`config.mk`:
```
export PLATFORM = sky130hd
export DESIGN_NAME = pfm_port_f_pin_mux
export DESIGN_NICKNAME = d
export VERILOG_FILES = /design/src/shared/pfm_pkg.sv /design/src/pfm_pin_drive.sv /design/src/pfm_pin_sense.sv /design/src/pfm_port_f_pin_mux.sv
export SDC_FILE = /design/constraint.sdc
export NUM_CORES = 1
export LEC_CHECK = 0
export BUFFER_PORTS_ARGS = -buffer_cell sky130_fd_sc_hd__buf_4
export CAP_MARGIN = 15
export CORE_MARGIN = 5
export CORE_UTILIZATION = 48
export DETAILED_ROUTE_END_ITERATION = 8
export PLACE_DENSITY_LB_ADDON = 0.08
export SYNTH_ARGS = -nofsm -noshare
export SYNTH_HDL_FRONTEND = slang
export SYNTH_SLANG_ARGS = --single-unit
```
`constraint.sdc`:
```
create_clock -name i_mclk -period 1.3 [get_ports i_mclk]
set_input_delay 0.195 -clock i_mclk [delete_from_list [all_inputs] [get_ports i_mclk]]
set_output_delay 0.195 -clock i_mclk [all_outputs]
set_load 0.03 [all_outputs]
```
`src/shared/pfm_pkg.sv`:
```
package pfm_pkg;

  // ==========================================================
  // register port
  localparam int unsigned ADDR_W = 4;
  localparam logic [ADDR_W-1:0] OFS_PIN_LEVEL = 4'h0;
  localparam logic [ADDR_W-1:0] OFS_OUT_LATCH = 4'h1;
  localparam logic [ADDR_W-1:0] OFS_DIRECTION = 4'h2;
  localparam logic [ADDR_W-1:0] OFS_ANALOG_ENABLE_BIT_LOW = 4'h3;
  localparam logic [ADDR_W-1:0] OFS_ANALOG_ENABLE_BIT_HIGH = 4'h4;

  // ==========================================================
  // reset values and masks
  localparam logic [7:0] IMPL_MASK = 8'hfe;
  localparam logic [7:0] LATCH_RST = 8'h00;
  localparam logic [7:0] DIR_RST = 8'hfe;
  localparam logic [15:0] ANALOG_ENABLE_BIT_RST = 16'hffff;
  localparam logic [7:0] RDATA_RST = 8'h00;

  // ==========================================================
  // pin positions of shared functions
  localparam int unsigned PIN_CMP2 = 1;
  localparam int unsigned PIN_CMP1 = 2;
  localparam int unsigned PIN_CHARGER = 3;
  localparam int unsigned PIN_VREF = 5;
  localparam int unsigned PIN_SSEL = 7;
  localparam int unsigned PIN_PDLY = 1;

  // analog channel carried by each pin, index 0 unused
  localparam logic [3:0] PIN_CHAN [8] = '{
    4'h0, 4'h6, 4'h7, 4'h8, 4'h9, 4'ha, 4'hb, 4'h5
  };

  // ==========================================================
  // carriers
  typedef struct packed {
    logic [ADDR_W-1:0] addr;
    logic [7:0] wdata;
    logic wr;
    logic rd;
  } pfm_bus_req_s;

  typedef struct packed {
    logic cmp_one_result;
    logic cmp_one_out_en;
    logic cmp_two_result;
    logic cmp_two_out_en;
    logic vref_out_en;
    logic charger_en;
  } pfm_cmp_s;

  // ==========================================================
  // per-pin analog mode from the channel select bits
  function automatic logic [7:0] pfm_analog_mask(input logic [15:0] analog_enable_bit);
    logic [7:0] m;
    m = 8'h00;
    for (int p = 1; p < 8; p++) begin
      m[p] = analog_enable_bit[PIN_CHAN[p]];
    end
    return m;
  endfunction

endpackage

```
`src/pfm_pin_drive.sv`:
```
`timescale 1ns/1ps
module pfm_pin_drive
  import pfm_pkg::*;
(
  input wire logic [7:0] i_latch,
  input wire logic [7:0] i_dir,
  input wire pfm_cmp_s i_cmp,
  output logic [7:0] o_out,
  output logic [7:0] o_oe
);

  // ==========================================================
  // output value and enable per pin
  always_comb begin
    o_out = i_latch & IMPL_MASK;
    o_oe = ~i_dir & IMPL_MASK;
    if (i_cmp.cmp_two_out_en) begin
      o_out[PIN_CMP2] = i_cmp.cmp_two_result;
    end
    if (i_cmp.cmp_one_out_en) begin
      o_out[PIN_CMP1] = i_cmp.cmp_one_result;
    end
    if (i_cmp.vref_out_en) begin
      o_oe[PIN_VREF] = 1'b0;
      o_out[PIN_VREF] = 1'b0;
    end
  end

endmodule

```
`src/pfm_pin_sense.sv`:
```
`timescale 1ns/1ps
module pfm_pin_sense
  import pfm_pkg::*;
(
  input wire logic [7:0] i_pin_st,
  input wire logic [7:0] i_dir,
  input wire logic [15:0] i_analog_enable_bit,
  input wire logic i_vref_out_en,
  output logic [7:0] o_level,
  output logic o_pdly
);

  logic [7:0] dig_en;

  // ==========================================================
  // digital input path
  always_comb begin
    dig_en = ~pfm_analog_mask(i_analog_enable_bit) & IMPL_MASK;
    if (i_vref_out_en) begin
      dig_en[PIN_VREF] = 1'b0;
    end
    o_level = i_pin_st & dig_en;
    o_pdly = i_dir[PIN_PDLY] & i_pin_st[PIN_PDLY];
  end

endmodule

```
`src/pfm_port_f_pin_mux.sv`:
```
`timescale 1ns/1ps
// How it works
// - direction 0 drives the pin from its latch bit, analog or not
// - direction 1 reads the Schmitt level; analog mode disables it
// - after reset pins 1 to 7 have their converter channel selected
// - enabled comparator result replaces latch on pins 1 and 2
// - reference output on pin 5 disables its driver and input
// - pin 1 input goes to the pulse-delay input when direction 1
// - pin 7 TTL input goes to the serial slave select when direction 1
// - bit 0 of level, latch and direction is absent and reads 0
// - charger output on pin 3 ignores the direction bit
// - after reset pins 1 to 7 are analog and read 0
module pfm_port_f_pin_mux
  import pfm_pkg::*;
(
  input wire logic i_mclk,
  input wire logic i_nrst,
  input wire pfm_bus_req_s i_bus,
  output logic [7:0] o_rdata,
  input wire logic [7:0] i_pin_st,
  input wire logic i_pin7_ttl,
  output logic [7:0] o_pin_out,
  output logic [7:0] o_pin_oe,
  input wire pfm_cmp_s i_cmp,
  output logic [7:0] o_analog_sel,
  output logic o_pulse_delay_input,
  output logic o_serial_slave_select,
  output logic o_charger_current_output
);

  // ==========================================================
  // state
  typedef struct packed {
    logic [7:0] latch;
    logic [7:0] dir;
    logic [15:0] analog_enable_bit;
    logic [7:0] rdata;
    logic [7:0] pin_out;
    logic [7:0] pin_oe;
    logic [7:0] analog;
    logic pdly;
    logic ssel;
    logic charger;
  } pfm_state_s;

  pfm_state_s st_q;
  pfm_state_s st_d;

  logic [7:0] drv_out;
  logic [7:0] drv_oe;
  logic [7:0] level;
  logic pdly;

  // ==========================================================
  // pin drive and sense paths
  pfm_pin_drive u_drive (
    .i_latch(st_q.latch),
    .i_dir(st_q.dir),
    .i_cmp(i_cmp),
    .o_out(drv_out),
    .o_oe(drv_oe)
  );

  pfm_pin_sense u_sense (
    .i_pin_st(i_pin_st),
    .i_dir(st_q.dir),
    .i_analog_enable_bit(st_q.analog_enable_bit),
    .i_vref_out_en(i_cmp.vref_out_en),
    .o_level(level),
    .o_pdly(pdly)
  );

  // ==========================================================
  // next state
  always_comb begin
    st_d = st_q;
    st_d.rdata = RDATA_RST;
    if (i_bus.wr) begin
      case (i_bus.addr)
        OFS_PIN_LEVEL: begin
          st_d.latch = i_bus.wdata & IMPL_MASK;
        end
        OFS_OUT_LATCH: begin
          st_d.latch = i_bus.wdata & IMPL_MASK;
        end
        OFS_DIRECTION: begin
          st_d.dir = i_bus.wdata & IMPL_MASK;
        end
        OFS_ANALOG_ENABLE_BIT_LOW: begin
          st_d.analog_enable_bit[7:0] = i_bus.wdata;
        end
        OFS_ANALOG_ENABLE_BIT_HIGH: begin
          st_d.analog_enable_bit[15:8] = i_bus.wdata;
        end
        default: begin
          st_d.latch = st_q.latch;
        end
      endcase
    end
    if (i_bus.rd) begin
      case (i_bus.addr)
        OFS_PIN_LEVEL: begin
          st_d.rdata = level;
        end
        OFS_OUT_LATCH: begin
          st_d.rdata = st_q.latch & IMPL_MASK;
        end
        OFS_DIRECTION: begin
          st_d.rdata = st_q.dir & IMPL_MASK;
        end
        OFS_ANALOG_ENABLE_BIT_LOW: begin
          st_d.rdata = st_q.analog_enable_bit[7:0];
        end
        OFS_ANALOG_ENABLE_BIT_HIGH: begin
          st_d.rdata = st_q.analog_enable_bit[15:8];
        end
        default: begin
          st_d.rdata = RDATA_RST;
        end
      endcase
    end
    st_d.pin_out = drv_out;
    st_d.pin_oe = drv_oe;
    st_d.analog = pfm_analog_mask(st_q.analog_enable_bit);
    st_d.pdly = pdly;
    st_d.ssel = st_q.dir[PIN_SSEL] ? i_pin7_ttl : 1'b1;
    st_d.charger = i_cmp.charger_en;
  end

  // ==========================================================
  // registers
  always_ff @(posedge i_mclk) begin
    if (!i_nrst) begin
      st_q.latch <= LATCH_RST;
      st_q.dir <= DIR_RST;
      st_q.analog_enable_bit <= ANALOG_ENABLE_BIT_RST;
      st_q.rdata <= RDATA_RST;
      st_q.pin_out <= 8'h00;
      st_q.pin_oe <= 8'h00;
      st_q.analog <= IMPL_MASK;
      st_q.pdly <= 1'b0;
      st_q.ssel <= 1'b1;
      st_q.charger <= 1'b0;
    end else begin
      st_q <= st_d;
    end
  end

  // ==========================================================
  // outputs
  assign o_rdata = st_q.rdata;
  assign o_pin_out = st_q.pin_out;
  assign o_pin_oe = st_q.pin_oe;
  assign o_analog_sel = st_q.analog;
  assign o_pulse_delay_input = st_q.pdly;
  assign o_serial_slave_select = st_q.ssel;
  assign o_charger_current_output = st_q.charger;

endmodule
```
==> reports/summary.md, run 1 <==
Placement
• 386 — # placed instances
• 0.8116 — routability-driven placement congestion ratio
• 61 — port bufs
• 4474 um — DPL Wire Length
• -0.1097 ns — pre-CTS setup slack
• 3112 sq um — DP Area

CTS
• 2 — Longest Clk Path Bufs
• 0 — PostCTS Resize Cnt
• clkbuf_8 — clock root cell
• 9 — Inserted Clock Buffers
• 0.33 ns — clock network latency to the later pin of the worst-skew pair
• 0.07 ns — clock transition at the registers of the reported paths
• 0 — # Post-CTS Setup Buffers
• 62 — clk sinks
• 0 — Post-CTS Hold Fix Bufs
• done — clock tree from TritonCTS
• 3 — number of H-tree levels

GRT
• 10320 um — global-route wire length before repair
• 0.1790 — overall fraction of global-route tracks in use
• 0.2436 — met2 usage
• met1 — peak-usage layer in the global routing report
• 0 — number of antenna violations at the first check in global routing
• 0 — grt total ovfl
• 2016 — via count of the first global-routing pass
• 0.04660 — met3 track utilization from global routing
• 0.2623 — fraction of met1 tracks used by global routing
• 34 — largest net degree at the start of global routing

Critical path
• st_d[8] — r2r startpoint
• simple AND/OR/NAND/NOR gates — cell family with the largest share of critical-path delay
• o_rdata[2] — terminus of the critical flop-to-flop path
• 3 — Stages on worst setup path
• 2 — critical path fanouts, max
• 3 — cells on worst reg2reg path
• or4bb_1, a21o_1, a31oi_1 — cells along the critical path
• register — kind of start point of the critical path
• 0 — total buffers and inverters traversed by the critical path
• or4bb_1 — worst-path cell with the longest stage delay
• register — type of destination of the critical path
• 1.56 ns — WP data required
• st_d[8] — Critical Path Start
• 0.39 ns — delay of the slowest cell on the worst path
• reg -> reg — startpoint-to-endpoint class of the critical path
• 1.38 ns — Data arrival, critical path
• 0.18 ns — minimum setup slack among reg-to-reg paths

Routing
• 4 — total iterations of the first detailed-routing run
• 0 — antenna viol nets, final
• 2140 — total vias in the final route
• 178 — Initial DRC Count
• 5.323 — Vias/cell
• 6234 um — routed wire length
• 0 — Remaining DRCs
• 15.51 um — WL/cell

Power
• 0.6574 mV — worst ir drop on vdd
• 1.379 nW — Leak
• 1290 nW/um^2 — ratio of total power to cell area

Die
• 66 — I/O Pins
• 27 — std cell rows
• 85.42 um — Vert. Die Dim
• 0.4958 — Initial Utilization
• 7296 sq um — floorplan die area
• 5507 sq um — area of the core
• 85.42 um — die outline width

Timing
• no — RSZ-0062 raised after global routing
• 0 ns — final total negative setup slack
• 0 — final number of hold-violating endpoints
• 0 — setup violators final
• 0 — max-slew violation total from the final report
• 0.8631 — post-route clock period utilization
• 891.2 MHz — highest attainable clock frequency
• 1.122 ns — final worst path period need
• 0.1779 ns — slack of the critical path
• 0.004299 ns — setup clock skew after layout

Hold path
• i_cmp[1] — worst hold start
• in -> reg — class of the most critical hold timing path
• 2 — Hold Path Cell Cnt
• o_pin_oe[5] — destination of the worst hold path

Finish
• 402 — count of non-filler cells in the finished layout
• 495 — fill cell instance count of the final layout
• 0.3061 — fraction of layout cells with a size suffix above 1
• 0 — antenna cell count
• buf_4 (77), dfxtp_1 (62), nand3_1 (30) — commonest non-fill, non-tap cells in the layout
• 356 — fin nets
• 22.55% — area grow syn2layout
• buf_4 — commonest non-fill, non-tap cell in the layout
• 3346 sq um — final design area excluding fillers

Synth
• 288 — Post-Synthesis Cells
• 62 — flops & latches, synth
• 0 — ys async rst share
• dfxtp_1 — predominant post-synthesis flop cell
• dfxtp_1 (45%), buf_4 (9.1%), nand3_1 (5.5%) — cell types with the largest area share after synthesis
• 9.480 sq um — synthesized area per cell
• 0 — count of warnings emitted by yosys
• 0.4546 — share of the synthesized area in the top cell type
• 0.4546 — proportion of synthesized chip area in sequential cells
• 0 — EDFF count, synth
• 2730 sq um — Mapped Area
• 36 — Cell variety after synth
• dfxtp_1 — largest area contributor in the netlist

Outcome
• finished clean — result of the run

Job
• 0 — # Max-Cap Violations

[report_power, final]
part	switching (mW)	total (mW)	internal, mW
Clock	0.702	1.94	1.23
Combinational	0.231	0.423	0.192
Sequential	0.0197	1.96	1.94
[cells by family after synthesis]
group	synth area share
AO/OA/AOI/OAI	0.1279
buffers and inverters	0.1384
flip-flops	0.4546
multiplexers	0.04537
other	0.001374
AND/OR/NAND/NOR	0.2324
[state kept, by name (all words and copies together), names as in the netlist]
| register | count |
|---|---|
| o_pin_oe | 7 |
| o_pin_out | 7 |
| st_d | 7 |
| o_analog_sel | 7 |
| o_serial_slave_select | 1 |
| o_charger_current_output | 1 |
| o_pulse_delay_input | 1 |
| o_rdata | 8 |
| st_q | 23 |
[worst max-delay path by stage]
stage | to | slack [ns]
finish | o_rdata[2] | 0.18
detailed placement | st_q[65] | -0.11
global route | st_q[60] | 0.13
floorplan | st_d[6] | 0.06
global placement | o_rdata[3] | -0.08
CTS | o_rdata[2] | 0.18
[synthesized netlist by cell type (2+ instances only)]
cell type / count
nand2_1: 6
inv_1: 10
o311ai_1: 3
nor3b_1: 2
nand2b_1: 2
nor2b_1: 15
and3b_1: 9
o21ai_0: 24
nand3_1: 30
a21o_1: 2
o21ai_1: 4
nor2_1: 2
or4bb_1: 2
buf_4: 33
o311ai_0: 6
a211o_1: 2
buf_2: 8
nand4b_1: 5
nand3b_1: 6
a32oi_1: 6
and2_1: 5
dfxtp_1: 62
clkbuf_1: 13
a31oi_1: 4
mux2_2: 3
nor4b_1: 3
mux2i_1: 9
a21oi_1: 4
[layout make-up]
type | instances | area, sq um | area share
inverter | 10 | 37.54 | 0.01122
clock buffer | 13 | 168.9 | 0.05049
multi-input combinational | 163 | 1125 | 0.3362
timing repair buffer | 79 | 618.1 | 0.1847
clock inverter | 3 | 65.06 | 0.01945
tap | 72 | 90.09 | 0.02693
sequential | 62 | 1241 | 0.3710
[stage by stage]
step / power, mW / util / hold slack, ns
floorplan: 2.253 / - / 0.2708
global placement: 2.418 / 0.5651 / 0.3817
detailed placement: 2.422 / 0.5651 / 0.3907
CTS: 4.357 / 0.6076 / 0.04117
global route: 4.483 / 0.6076 / 0.03858
finish: 4.317 / 0.6076 / 0.04771
[per-layer routing]
metal / up-vias / routed length (um)
met2: 70 / 2515
li1: 1063 / -
met1: 996 / 3119
met4: 0 / 104
met5: - / 0
met3: 11 / 494
Power figures use the tool's default switching activity.
==> run 2, diff against run 1 <==
CORE_UTILIZATION = 30   (was 48)
clock period = 1.15 ns   (was 1.3 ns; I/O delays follow)
==> run 2 against run 1 <==
  * Non-clock buffer count grew 8
  * Core utilization is 21 points lower
  * Register-to-register slack lost 0.15 ns
  * Clock skew is 0.0025 ns higher
  * Via count increased by 0.28%
==> reports/summary.md, run 2 (synthesis gave the netlist of run 1 again) <==
Outcome
• finished clean — result of the run

Critical path
• 2 — critical path fanouts, max
• 1.42 ns — WP data required
• 0.46 ns — delay of the slowest cell on the worst path
• 0 — total buffers and inverters traversed by the critical path
• 1.39 ns — Data arrival, critical path
• simple AND/OR/NAND/NOR gates — cell family with the largest share of critical-path delay
• register — kind of start point of the critical path
• st_d[8] — r2r startpoint
• reg -> reg — startpoint-to-endpoint class of the critical path
• 0.03 ns — minimum setup slack among reg-to-reg paths
• or4bb_4 — worst-path cell with the longest stage delay
• 3 — cells on worst reg2reg path
• o_rdata[2] — terminus of the critical flop-to-flop path
• or4bb_4, a21o_1, a31oi_1 — cells along the critical path
• register — type of destination of the critical path

Job
• 0 — # Max-Cap Violations

Timing
• 0.006821 ns — setup clock skew after layout
• yes — RSZ-0062 raised after global routing
• 0 — final number of hold-violating endpoints
• 1.123 ns — final worst path period need
• 0 — max-slew violation total from the final report
• 0 — setup violators final
• 0.9766 — post-route clock period utilization
• 0.02104 ns — final worst hold slack
• 890.4 MHz — highest attainable clock frequency

Hold path
• 2 — Hold Path Cell Cnt
• o_pin_oe[5] — destination of the worst hold path
• in -> reg — class of the most critical hold timing path
• i_cmp[1] — worst hold start

Placement
• 3246 sq um — DP Area
• 0.7669 — routability-driven placement congestion ratio
• 5390 um — DPL Wire Length
• 61 — port bufs

Finish
• 23 — max reg flops
• 364 — fin nets
• 915 — fill cell instance count of the final layout
• buf_4 (83), dfxtp_1 (61), nand3_1 (30) — commonest non-fill, non-tap cells in the layout
• 0.3957 — Util after Layout
• 0.3314 — fraction of layout cells with a size suffix above 1
• 3485 sq um — final design area excluding fillers
• 0 — antenna cell count
• st_q — Largest Register
• 27.64% — area grow syn2layout
• buf_4 — commonest non-fill, non-tap cell in the layout

CTS
• clkbuf_8 — clock root cell
• 3 — number of H-tree levels
• 0.34 ns — clock network latency to the later pin of the worst-skew pair
• done — clock tree from TritonCTS
• 0 — # Post-CTS Setup Buffers
• 2 — Longest Clk Path Bufs
• 0.07 ns — clock transition at the registers of the reported paths
• 0 — Post-CTS Hold Fix Bufs
• 9 — Inserted Clock Buffers
• 62 — clk sinks

Routing
• 0 — Remaining DRCs
• 2146 — total vias in the final route
• 16.20 um — WL/cell
• 7223 um — routed wire length
• 4 — total iterations of the first detailed-routing run
• 0 — antenna viol nets, final
• 76 — Initial DRC Count
• 4.812 — Vias/cell

GRT
• 11600 um — global-route wire length before repair
• 2098 — via count of the first global-routing pass
• 0 — number of antenna violations at the first check in global routing
• 28 — largest net degree at the start of global routing
• 0.1318 — overall fraction of global-route tracks in use
• 0 — grt total ovfl

Die
• 66 — I/O Pins
• 34 — std cell rows
• 0.3100 — Initial Utilization
• 8806 sq um — area of the core
• 105.4 um — die outline width
• 11110 sq um — floorplan die area
• 105.4 um — Vert. Die Dim

Power
• 1.430 nW — Leak
• 1429 nW/um^2 — ratio of total power to cell area
• 0.5392 mV — worst ir drop on vdd

-- run 2: worst max-delay path by stage --
stage	endpoint	cells past startpoint	slack (ns)	from
6_report	o_rdata[2]	3	0.03	st_d[8]
5_1_grt	o_rdata[2]	3	-0.0003	st_d[8]
4_1_cts	o_rdata[2]	3	0.01	st_d[8]
3_5_place_dp	st_d[9]	4	-0.19	i_bus[11]
3_3_place_gp	st_d[9]	4	-0.18	i_bus[11]
2_1_floorplan	st_d[7]	4	-0.03	i_bus[11]
-- run 2: timing repair --
action	in CTS	in global routing
endpoints found under the hold margin	0	0
resized for setup	0	2
endpoints found under the setup margin	0	2
-- run 2: final cells by class --
| cell class | instances | area [sq um] | area share |
|---|---|---|---|
| Tap cell | 108 | 135.1 | 0.03878 |
| Sequential cell | 62 | 1242 | 0.3566 |
| Timing Repair Buffer | 87 | 703.2 | 0.2018 |
| Clock inverter | 3 | 65.06 | 0.01867 |
| Clock buffer | 13 | 168.9 | 0.04847 |
| Inverter | 10 | 37.54 | 0.01077 |
| Multi-Input combinational cell | 163 | 1132 | 0.3250 |
-- run 2: per-stage QoR --
step | TNS, ns | worst slack, ns | total power [mW] | std cells
floorplan | -0.1037 | -0.02745 | 2.551 | 290
global route | -0.0002713 | -0.0002713 | 5.178 | 446
CTS | 0 | 0.01420 | 5.045 | 446
global placement | -3.442 | -0.1771 | 2.783 | 430
detailed placement | -3.752 | -0.1950 | 2.785 | 430
finish | 0 | 0.02692 | 4.979 | 446
-- run 2: per-layer routing --
metal,GRT usage,routed length (um),share of wire,up-vias
met5,0,0,0,-
met4,0.04499,102,0.014,0
met3,0.04584,427,0.059,7
met2,0.1890,3034,0.42,53
met1,0.1830,3658,0.51,1005
li1,-,-,-,1081
-- run 2: where the power goes --
group          internal (mW)  switching [mW]
registers               2.19          0.0231
logic                  0.244           0.276
clock network           1.40           0.849
==> run 3, diff against run 2 <==
PLACE_DENSITY_LB_ADDON = 0.25   (was 0.08)
==> run 3 against run 2 <==
  * Register-to-register slack about the same
  * First-iteration DRC count up 50%
  * Cell area unchanged
  * Power down 2.2%
  * Clock skew up 0.0033 ns
  * Core utilization unchanged
  * Largest cell class unchanged
  * Critical path type unchanged
  * Highest routed layer unchanged
  * Critical endpoint unchanged
  * Non-clock buffer count up 2
==> reports/summary.md, run 3 (synthesis gave the netlist of run 1 again) <==
Outcome
• finished clean — result of the run

Placement
• 0.7346 — routability-driven placement congestion ratio
• 5181 um — DPL Wire Length
• 61 — port bufs

Die
• 0.3100 — Initial Utilization
• 34 — std cell rows
• 105.4 um — die outline width
• 8806 sq um — area of the core
• 105.4 um — Vert. Die Dim
• 11110 sq um — floorplan die area
• 66 — I/O Pins

Routing
• 2159 — total vias in the final route
• 4 — total iterations of the first detailed-routing run
• 7046 um — routed wire length
• 114 — Initial DRC Count
• 0 — Remaining DRCs
• 0 — antenna viol nets, final
• 15.73 um — WL/cell
• 4.819 — Vias/cell

CTS
• 0 — # Post-CTS Setup Buffers
• 0 — PostCTS Resize Cnt
• 0.08 ns — clock transition at the registers of the reported paths
• 9 — Inserted Clock Buffers
• 0.34 ns — clock network latency to the later pin of the worst-skew pair
• clkbuf_8 — clock root cell
• 3 — number of H-tree levels
• 2 — Longest Clk Path Bufs
• 0 — Post-CTS Hold Fix Bufs
• 62 — clk sinks
• done — clock tree from TritonCTS

Critical path
• 0.42 ns — delay of the slowest cell on the worst path
• 0.03 ns — minimum setup slack among reg-to-reg paths
• register — type of destination of the critical path
• o_rdata[2] — terminus of the critical flop-to-flop path
• or4bb_1, a21o_1, a31oi_1 — cells along the critical path
• st_d[8] — r2r startpoint
• 2 — critical path fanouts, max
• 1.41 ns — WP data required
• 0 — total buffers and inverters traversed by the critical path
• 3 — cells on worst reg2reg path
• or4bb_1 — worst-path cell with the longest stage delay
• reg -> reg — startpoint-to-endpoint class of the critical path
• register — kind of start point of the critical path
• 1.38 ns — Data arrival, critical path
• simple AND/OR/NAND/NOR gates — cell family with the largest share of critical-path delay

Power
• 1.428 nW — Leak
• 4.869 mW — overall power of the completed layout
• 0.6617 mV — worst ir drop on vdd
• 1397 nW/um^2 — ratio of total power to cell area

Finish
• st_q — Largest Register
• 899 — fill cell instance count of the final layout
• buf_4 (85), dfxtp_1 (61), nand3_1 (30) — commonest non-fill, non-tap cells in the layout
• 23 — max reg flops
• buf_4 — commonest non-fill, non-tap cell in the layout
• 0.3353 — fraction of layout cells with a size suffix above 1
• 0 — antenna cell count
• 1242 sq um — flip-flop and latch area
• 366 — fin nets
• 27.64% — area grow syn2layout
• 1129 sq um — multi-input logic area

Timing
• 0.01010 ns — setup clock skew after layout
• 0 — max-slew violation total from the final report
• no — RSZ-0062 raised after global routing
• 893.2 MHz — highest attainable clock frequency
• 0.9735 — post-route clock period utilization
• 1.120 ns — final worst path period need
• 0 — setup violators final
• 0.01697 ns — final worst hold slack
• 0 — final number of hold-violating endpoints

GRT
• 0 — number of antenna violations at the first check in global routing
• 11160 um — global-route wire length before repair
• 2107 — via count of the first global-routing pass
• 22 — largest net degree at the start of global routing
• 0.1274 — overall fraction of global-route tracks in use
• 0 — grt total ovfl

Hold path
• i_pin7_ttl — worst hold start
• in -> reg — class of the most critical hold timing path
• o_serial_slave_select — destination of the worst hold path
• 2 — Hold Path Cell Cnt

Job
• 0 — # Max-Cap Violations

## run 3: changes by cell type in the layout (fill, tap and decap cells not counted)
cell / change
buf_4: +2
clkinv_4: +3
clkbuf_8: -3
clkbuf_1: -1
or4bb_1: +1
clkinvlp_4: +1
or4bb_4: -1
## run 3: worst reg2reg max path, stage by stage, from the launching register on
cell and delay, ns:
dfxtp_1 0.32, or4bb_1 0.42, a21o_1 0.18, a31oi_1 0.13
## run 3: per-layer routing
layer  part of all wire  vias to the layer above  track usage
li1                   -                     1080            -
met1               0.51                     1007       0.1834
met2               0.41                       67       0.1758
met3              0.063                        5      0.03545
met4              0.011                        0      0.05623
met5                  0                        -            0
## run 3: report_power, final
| group | internal [mW] | leakage, nW | switching [mW] | total (mW) |
|---|---|---|---|---|
| Sequential | 2.19 | 0.503 | 0.0226 | 2.21 |
| Combinational | 0.248 | 0.816 | 0.276 | 0.524 |
| Clock | 1.23 | 0.109 | 0.907 | 2.13 |
## run 3: worst max-delay path by stage
stage / startpoint / slack [ns] / depth (start not counted) / to
after floorplan: i_bus[11] / -0.03 / 4 / st_d[7]
final: st_d[8] / 0.03 / 3 / o_rdata[2]
after global placement: i_bus[10] / -0.15 / 4 / st_d[7]
after global routing: st_d[9] / 0.007 / 3 / o_rdata[3]
after CTS: st_d[8] / 0.02 / 3 / o_rdata[2]
after detailed placement: i_bus[11] / -0.18 / 6 / st_q[64]
## run 3: metrics by stage
stage                 util  TNS, ns  cell area (sq um)  std cells  setup WS, ns
global placement    0.3703   -3.832               3261        432       -0.1495
CTS                 0.3956        0               3483        448       0.02203
global route        0.3957        0               3485        448      0.007252
finish              0.3957        0               3485        448       0.03048
detailed placement  0.3703   -4.580               3261        432       -0.1752
floorplan                -  -0.1037               2751        290      -0.02745
## run 3: cell type report
cell class              instances  share of cell area
flip-flops and latches         62              0.3566
clock inverters                 7             0.02837
multi-input cells             163              0.3239
inverters                      10             0.01077
well taps                     108             0.03878
repair buffers                 89              0.2061
clock buffers                   9             0.03555
